===== config.mk =====
export PLATFORM = sky130hd
export DESIGN_NAME = smcb_config_bits
export DESIGN_NICKNAME = d
export VERILOG_FILES = /design/src/common/smcb_pkg.sv /design/src/rtl/smcb_config_bits.sv
export SDC_FILE = /design/constraint.sdc
export NUM_CORES = 1
export LEC_CHECK = 0
export BUFFER_PORTS_ARGS = -buffer_cell sky130_fd_sc_hd__clkbuf_2
export CORE_MARGIN = 5
export CORE_UTILIZATION = 49
export CTS_CLUSTER_SIZE = 20
export DETAILED_ROUTE_END_ITERATION = 8
export PLACE_DENSITY = 0.82
export SLEW_MARGIN = 5
export SYNTH_ARGS = -nofsm -noshare
export SYNTH_HDL_FRONTEND = slang
export SYNTH_SLANG_ARGS = --single-unit

===== constraint.sdc =====
create_clock -name clk -period 2.2 [get_ports clk]
set_clock_uncertainty 0.1 [all_clocks]
set_input_delay 0.22 -clock clk [delete_from_list [all_inputs] [get_ports clk]]
set_output_delay 0.22 -clock clk [all_outputs]
set_load 0.01 [all_outputs]

===== src/common/smcb_pkg.sv =====
package smcb_pkg;
  localparam int SMCB_PORTS = 5;

  // Serial configuration memory byte addresses and signature byte values
  localparam logic [7:0] SMCB_ROM_SIG0 = 8'h00;
  localparam logic [7:0] SMCB_ROM_SIG1 = 8'h01;
  localparam logic [7:0] SMCB_REG_CTRL3 = 8'h06;
  localparam logic [7:0] SMCB_REG_RSV7 = 8'h07;
  localparam logic [7:0] SMCB_REG_TRX1 = 8'h08;
  localparam logic [7:0] SMCB_REG_TRX2 = 8'h09;
  localparam logic [7:0] SMCB_REG_VER1 = 8'h0A;
  localparam logic [7:0] SMCB_REG_VER2 = 8'h0B;
  localparam logic [7:0] SMCB_SIG_FIRST = 8'h55;
  localparam logic [7:0] SMCB_SIG_SECOND = 8'hAA;

  // Field positions
  localparam int SMCB_BIT_KEEP = 7;
  localparam int SMCB_BIT_AGING = 4;
  localparam int SMCB_BIT_IDLE = 2;
  localparam int SMCB_BIT_MODBCK = 1;
  localparam int SMCB_BIT_PWRSAVE = 1;
  localparam int SMCB_BIT_MDIX = 0;

  // Values after reset and writable masks
  localparam logic [7:0] SMCB_CTRL3_RST = 8'h92;
  localparam logic [7:0] SMCB_CTRL3_MASK = 8'hF6;
  localparam logic [7:0] SMCB_TRX2_RST = 8'h03;
  localparam logic [7:0] SMCB_TRX2_MASK = 8'h03;
  localparam logic [7:0] SMCB_VER2_RST = 8'h00;
  localparam logic [7:0] SMCB_VER2_MASK = 8'h10;

  // Counts and times
  localparam logic [4:0] SMCB_COLL_LIMIT = 5'h10;
  localparam logic [8:0] SMCB_AGE_LIMIT_S = 9'h12C;
  localparam logic [3:0] SMCB_BACKOFF_CAP_EXP = 4'h4;
  localparam logic [3:0] SMCB_BACKOFF_STD_EXP = 4'hA;
  localparam int SMCB_CLK_NS = 10;
  localparam int SMCB_WAKE_NS = 100;
  localparam int SMCB_WAKE_CYCLES = (SMCB_WAKE_NS + SMCB_CLK_NS - 1)
                                    / SMCB_CLK_NS;
  localparam int SMCB_WAKE_W = 4;

  typedef struct packed {
    logic valid;
    logic [7:0] addr;
    logic [7:0] data;
    logic done;
  } smcb_rom_t;

  typedef struct packed {
    logic valid;
    logic [8:0] seconds;
  } smcb_age_t;

  typedef struct packed {
    logic [SMCB_PORTS-1:0] collision;
    logic [SMCB_PORTS-1:0] tx_done;
    logic [SMCB_PORTS-1:0] backing_off;
    logic [SMCB_PORTS-1:0] flp_req;
    logic [SMCB_PORTS-1:0][3:0] backoff_k;
  } smcb_port_in_t;

  typedef struct packed {
    logic [SMCB_PORTS-1:0] drop_frame;
    logic [SMCB_PORTS-1:0] keep_frame;
    logic [SMCB_PORTS-1:0] idle_check;
    logic [SMCB_PORTS-1:0] wake;
    logic [SMCB_PORTS-1:0] flp_go;
    logic [SMCB_PORTS-1:0] auto_mdix;
    logic [SMCB_PORTS-1:0][3:0] backoff_exp;
  } smcb_port_out_t;

  typedef struct packed {
    logic loaded;
    logic sig_ok;
    logic [7:0] sig0;
    logic [7:0] sig1;
    logic [7:0] stage6;
    logic [7:0] stage9;
    logic [7:0] stageb;
    logic [7:0] cfg6;
    logic [7:0] cfg9;
    logic [7:0] cfgb;
    logic [7:0] rd_data;
    logic age_expire;
    smcb_port_out_t po;
    logic [SMCB_PORTS-1:0][4:0] coll_cnt;
    logic [SMCB_PORTS-1:0][SMCB_WAKE_W-1:0] wake_cnt;
  } smcb_state_t;
endpackage : smcb_pkg


===== src/rtl/smcb_config_bits.sv =====
module smcb_config_bits (
  input wire logic clk,
  input wire logic arst_n,
  input wire smcb_pkg::smcb_rom_t rom,
  input wire logic [7:0] rd_addr,
  input wire smcb_pkg::smcb_age_t age_q,
  input wire smcb_pkg::smcb_port_in_t pin,
  output smcb_pkg::smcb_port_out_t pout,
  output logic [7:0] rd_data,
  output logic age_expire,
  output logic config_loaded,
  output logic signature_ok
);
  import smcb_pkg::*;

  if (SMCB_WAKE_CYCLES < 2 || SMCB_WAKE_CYCLES > 15) begin : g_chk
    $error("wake lead time out of range");
  end

  smcb_state_t s;
  smcb_state_t next_s;

  function automatic logic [7:0] apply_mask(input logic [7:0] raw,
                                            input logic [7:0] mask,
                                            input logic [7:0] rst);
    apply_mask = (raw & mask) | (rst & ~mask);
  endfunction : apply_mask

  logic keep_bit;
  logic aging_bit;
  logic idle_bit;
  logic modbck_bit;
  logic pwrsave_bit;
  logic mdix_bit;
  assign keep_bit = s.cfg6[SMCB_BIT_KEEP];
  assign aging_bit = s.cfg6[SMCB_BIT_AGING];
  assign idle_bit = s.cfg6[SMCB_BIT_IDLE];
  assign modbck_bit = s.cfg6[SMCB_BIT_MODBCK];
  assign pwrsave_bit = s.cfg9[SMCB_BIT_PWRSAVE];
  assign mdix_bit = s.cfg9[SMCB_BIT_MDIX];

  always_comb begin
    logic [3:0] cap;
    cap = '0;
    next_s = s;
    // Configuration load, open only until the first done after reset
    if (!s.loaded && rom.valid) begin
      unique case (rom.addr)
        SMCB_ROM_SIG0: next_s.sig0 = rom.data;
        SMCB_ROM_SIG1: next_s.sig1 = rom.data;
        SMCB_REG_CTRL3: next_s.stage6 = rom.data;
        SMCB_REG_TRX2: next_s.stage9 = rom.data;
        SMCB_REG_VER2: next_s.stageb = rom.data;
        default: next_s.sig0 = s.sig0;
      endcase
    end
    if (!s.loaded && rom.done) begin
      next_s.loaded = 1'b1;
      if (s.sig0 == SMCB_SIG_FIRST && s.sig1 == SMCB_SIG_SECOND) begin
        next_s.sig_ok = 1'b1;
        next_s.cfg6 = apply_mask(s.stage6, SMCB_CTRL3_MASK,
                                 SMCB_CTRL3_RST);
        next_s.cfg9 = apply_mask(s.stage9, SMCB_TRX2_MASK,
                                 SMCB_TRX2_RST);
        next_s.cfgb = apply_mask(s.stageb, SMCB_VER2_MASK,
                                 SMCB_VER2_RST);
      end
    end
    // Management readback of the mirrored bytes
    unique case (rd_addr)
      SMCB_REG_CTRL3: next_s.rd_data = s.cfg6;
      SMCB_REG_TRX2: next_s.rd_data = s.cfg9;
      SMCB_REG_VER2: next_s.rd_data = s.cfgb;
      default: next_s.rd_data = 8'h00;
    endcase
    // Address aging decision
    next_s.age_expire = age_q.valid && aging_bit
                        && age_q.seconds >= SMCB_AGE_LIMIT_S;
    // Per-port behaviour, same settings on every port
    for (int i = 0; i < SMCB_PORTS; i++) begin
      next_s.po.drop_frame[i] = 1'b0;
      next_s.po.keep_frame[i] = 1'b0;
      next_s.po.flp_go[i] = 1'b0;
      if (pin.tx_done[i]) begin
        next_s.coll_cnt[i] = 5'h00;
      end else if (pin.collision[i]) begin
        if (s.coll_cnt[i] == SMCB_COLL_LIMIT - 5'h01) begin
          next_s.coll_cnt[i] = 5'h00;
          next_s.po.keep_frame[i] = keep_bit;
          next_s.po.drop_frame[i] = !keep_bit;
        end else begin
          next_s.coll_cnt[i] = s.coll_cnt[i] + 5'h01;
        end
      end
      next_s.po.idle_check[i] = idle_bit && pin.backing_off[i];
      cap = modbck_bit ? SMCB_BACKOFF_CAP_EXP
                       : SMCB_BACKOFF_STD_EXP;
      next_s.po.backoff_exp[i] = (pin.backoff_k[i] > cap) ? cap
                                 : pin.backoff_k[i];
      next_s.po.auto_mdix[i] = mdix_bit;
      if (s.po.wake[i]) begin
        next_s.wake_cnt[i] = s.wake_cnt[i] - 4'h1;
        if (s.wake_cnt[i] == 4'h1) begin
          next_s.po.wake[i] = 1'b0;
          next_s.po.flp_go[i] = 1'b1;
        end
      end else if (pin.flp_req[i]) begin
        if (pwrsave_bit) begin
          next_s.po.wake[i] = 1'b1;
          next_s.wake_cnt[i] = 4'(SMCB_WAKE_CYCLES);
        end else begin
          next_s.po.flp_go[i] = 1'b1;
        end
      end
    end
  end

  always_ff @(posedge clk or negedge arst_n) begin
    if (!arst_n) begin
      s <= '0;
      s.cfg6 <= SMCB_CTRL3_RST;
      s.cfg9 <= SMCB_TRX2_RST;
      s.cfgb <= SMCB_VER2_RST;
      s.po.auto_mdix <= '1;
    end else begin
      s <= next_s;
    end
  end

  assign pout = s.po;
  assign rd_data = s.rd_data;
  assign age_expire = s.age_expire;
  assign config_loaded = s.loaded;
  assign signature_ok = s.sig_ok;

  for (genvar gi = 0; gi < SMCB_PORTS; gi++) begin : g_port

  end
endmodule : smcb_config_bits


==> qor.yml <==
nNetsFinal: 805
clock-sinks: 135
synthTopCellsByArea: "dfrtp_1 50%, mux2_2 7.9%, buf_4 6.8%, ha_1 6.0%, dfstp_2 2.4%"
synth.top_cell.area_share: 0.501
ant_nets: 0
io_pins: 139
crit_type: "flip-flop to flip-flop"
cts_buffers: 17
ys_types: 50
ys_ff_latch: 135
synth_fp_nets: 658
grt_pass1_vias: 4855
worstPathRequired_ns: 2.40
h-tree-depth: 4
clk_path_buf_depth: 2
post_drt_wl_per_cell_microns: 15.4
netlist_area_sq_um: 6440
slew_headroom: 0.599
setup_viol: 0
cp-start-kind: "flip-flop"
start_util: 0.504
status: "complete, no violations"
detail_route.vias_per_cell: 5.18
powerDensity_nw_per_um2: 754
use_met2: 0.323
met1_usage: 0.208
ys_warn_count: 0
peakVddDrop_uv: 763
finalPower_w: 0.00617
synth_cells: 549
drive_above_1_share: 0.343
fin_crit_sh: 0.972
grt_pass1_wl_mm: 23.2
gp_congestion: 0.796
antenna_found_initial: 0
synth_ff_type: "dfrtp_1"
slew_violations: 0
synth-edff-count: 0
p_leak_nw: 4.05
cp-end-kind: "flip-flop"
gr-total-overflow: 0
worstPathMaxFanout: 8
antennaDiodeCount: 0
crit_arrival_ns: 2.34
grt_max_degree: 52
top_usage_layer: "met2"
maxCapViolCount: 0
hold_viol_final: 0
worstMarginPinSlew_ns: 0.596
grt_use_met3: 0.0553
hold_class: "input port to flip-flop"
vias: 4566
core_area_sq_um: 12800
startpoint: "modbck_bit"
synth.largest_area_cell: "dfrtp_1"
die_h_microns: 125
clk_pin_slew_ns: 0.06
fin_util: 0.640
worstHoldStart: "rd_addr[6]"
dr.first_iter.drc_count: 232
synth-seq-area-share: 0.526
tritoncts: "yes"
final_common_cell: "clkbuf_2"
drcViolationCount: 0
place_hpwl_mm: 9.49
die-width_microns: 125
dieArea_sq_um: 15500
rows: 41
reg2reg_from: "modbck_bit"
clk_latency_ns: 0.41
synthArstFlopShare: 1.00
track_usage: 0.182
area_delta_synth_final_pct: 27.0
avgSynthCellArea_sq_um: 11.7
port_buffers: 135
fmax_ghz: 0.467
drt_wl_total_mm: 13.6
final_cell_mix: "134 x clkbuf_2, 129 x dfrtp_1, 51 x dlygate4sd3_1, 45 x mux2_2, 37 x nor2_1"
firstDrtPassIters: 4
clock-root-buffer: "clkbuf_16"
period_needed_ns: 2.14
-- stage by stage --
step,hold slack (ns),setup WS [ns],cell area [sq um],setup TNS [ns],std cells
6_report,0.0252,0.0607,8170,0,881
5_1_grt,0.0200,-0.00586,8170,-0.0196,881
4_1_cts,0.00262,0.0559,8130,0,877
3_5_place_dp,0.105,-0.0806,6910,-0.456,792
3_3_place_gp,0.0907,0.0236,6910,0,792
2_1_floorplan,-0.176,0.0808,6440,0,549
-- worst paths after layout --
path                       cells after the start    endpoint  slack [ns]
setup / recovery                               6     pout[2]        0.06
min in group asynchronous                      2    pout[13]        0.21
hold reg to reg                                0    pout[20]        0.28
hold / removal                                 3  rd_data[1]        0.03
setup reg to reg                               6     pout[2]        0.06
max in group asynchronous                      3    mdix_bit        1.05
-- flip-flops by register name (all words and copies together), names as in the netlist --
signal	flops
s	73
pout	46
rd_data	7
age_expire	1
aging_bit	1
config_loaded	1
idle_bit	1
keep_bit	1
mdix_bit	1
modbck_bit	1
pwrsave_bit	1
signature_ok	1
-- cell type report --
cell class,count,area [sq um]
Fill cell,925,4600
Sequential cell,135,3390
Multi-Input combinational cell,320,2500
Timing Repair Buffer,197,1300
Clock buffer,20,457
Clock inverter,12,221
Tap cell,172,215
Inverter,25,97.6
-- worst max-delay path, stage by stage (launching register included) --
cell        delay, ns
dfstp_2          0.55
clkinvlp_4       0.08
buf_4            0.16
ha_1             0.30
nand2_1          0.05
o32ai_1          0.40
mux2_2           0.39
-- cell families after synthesis --
group,share of synthesized area
adders and majority gates,0.0603
and+or+nand+nor,0.154
other,0.000583
AOI/OAI and AO/OA,0.0610
buffers and inverters,0.0886
DFF,0.526
xor gates and xnor gates,0.0122
muxes,0.0974
-- cell usage after synthesis (all sizes together), types with 7 or more instances --
cell and count:
dfrtp 129, mux2 45, nor4 7, mux2i 12, o21ai 14, nor2b 7
a21oi 19, nand2 27, a22oi 8, and3 8, clkbuf 11, nand3 8
buf 58, and4b 7, nor2 37, inv 25, ha 31, and2 9
-- where the power goes --
part / switching, W / leakage [nW] / internal, W / total [W]
sequential: 0.0000248 / 1.74 / 0.00253 / 0.00255
clock: 0.00103 / 0.323 / 0.00218 / 0.00321
combinational: 0.000203 / 1.99 / 0.000199 / 0.000402
-- per-layer routing --
| layer | up-vias | wire [microns] |
|---|---|---|
| met4 | 0 | 228 |
| met5 | - | 0 |
| li1 | 2176 | - |
| met1 | 2232 | 5530 |
| met2 | 132 | 7120 |
| met3 | 26 | 710 |
-- timing repair --
action / CTS / global route
gates resized for setup: 4 / 3
hold endpoints to repair: 123 / 0
hold buffers: 51 / 0
endpoints found under the setup margin: 8 / 15
setup buffers: 2 / 4
pin swaps: 0 / 5
(Power assumes the default switching activity.)
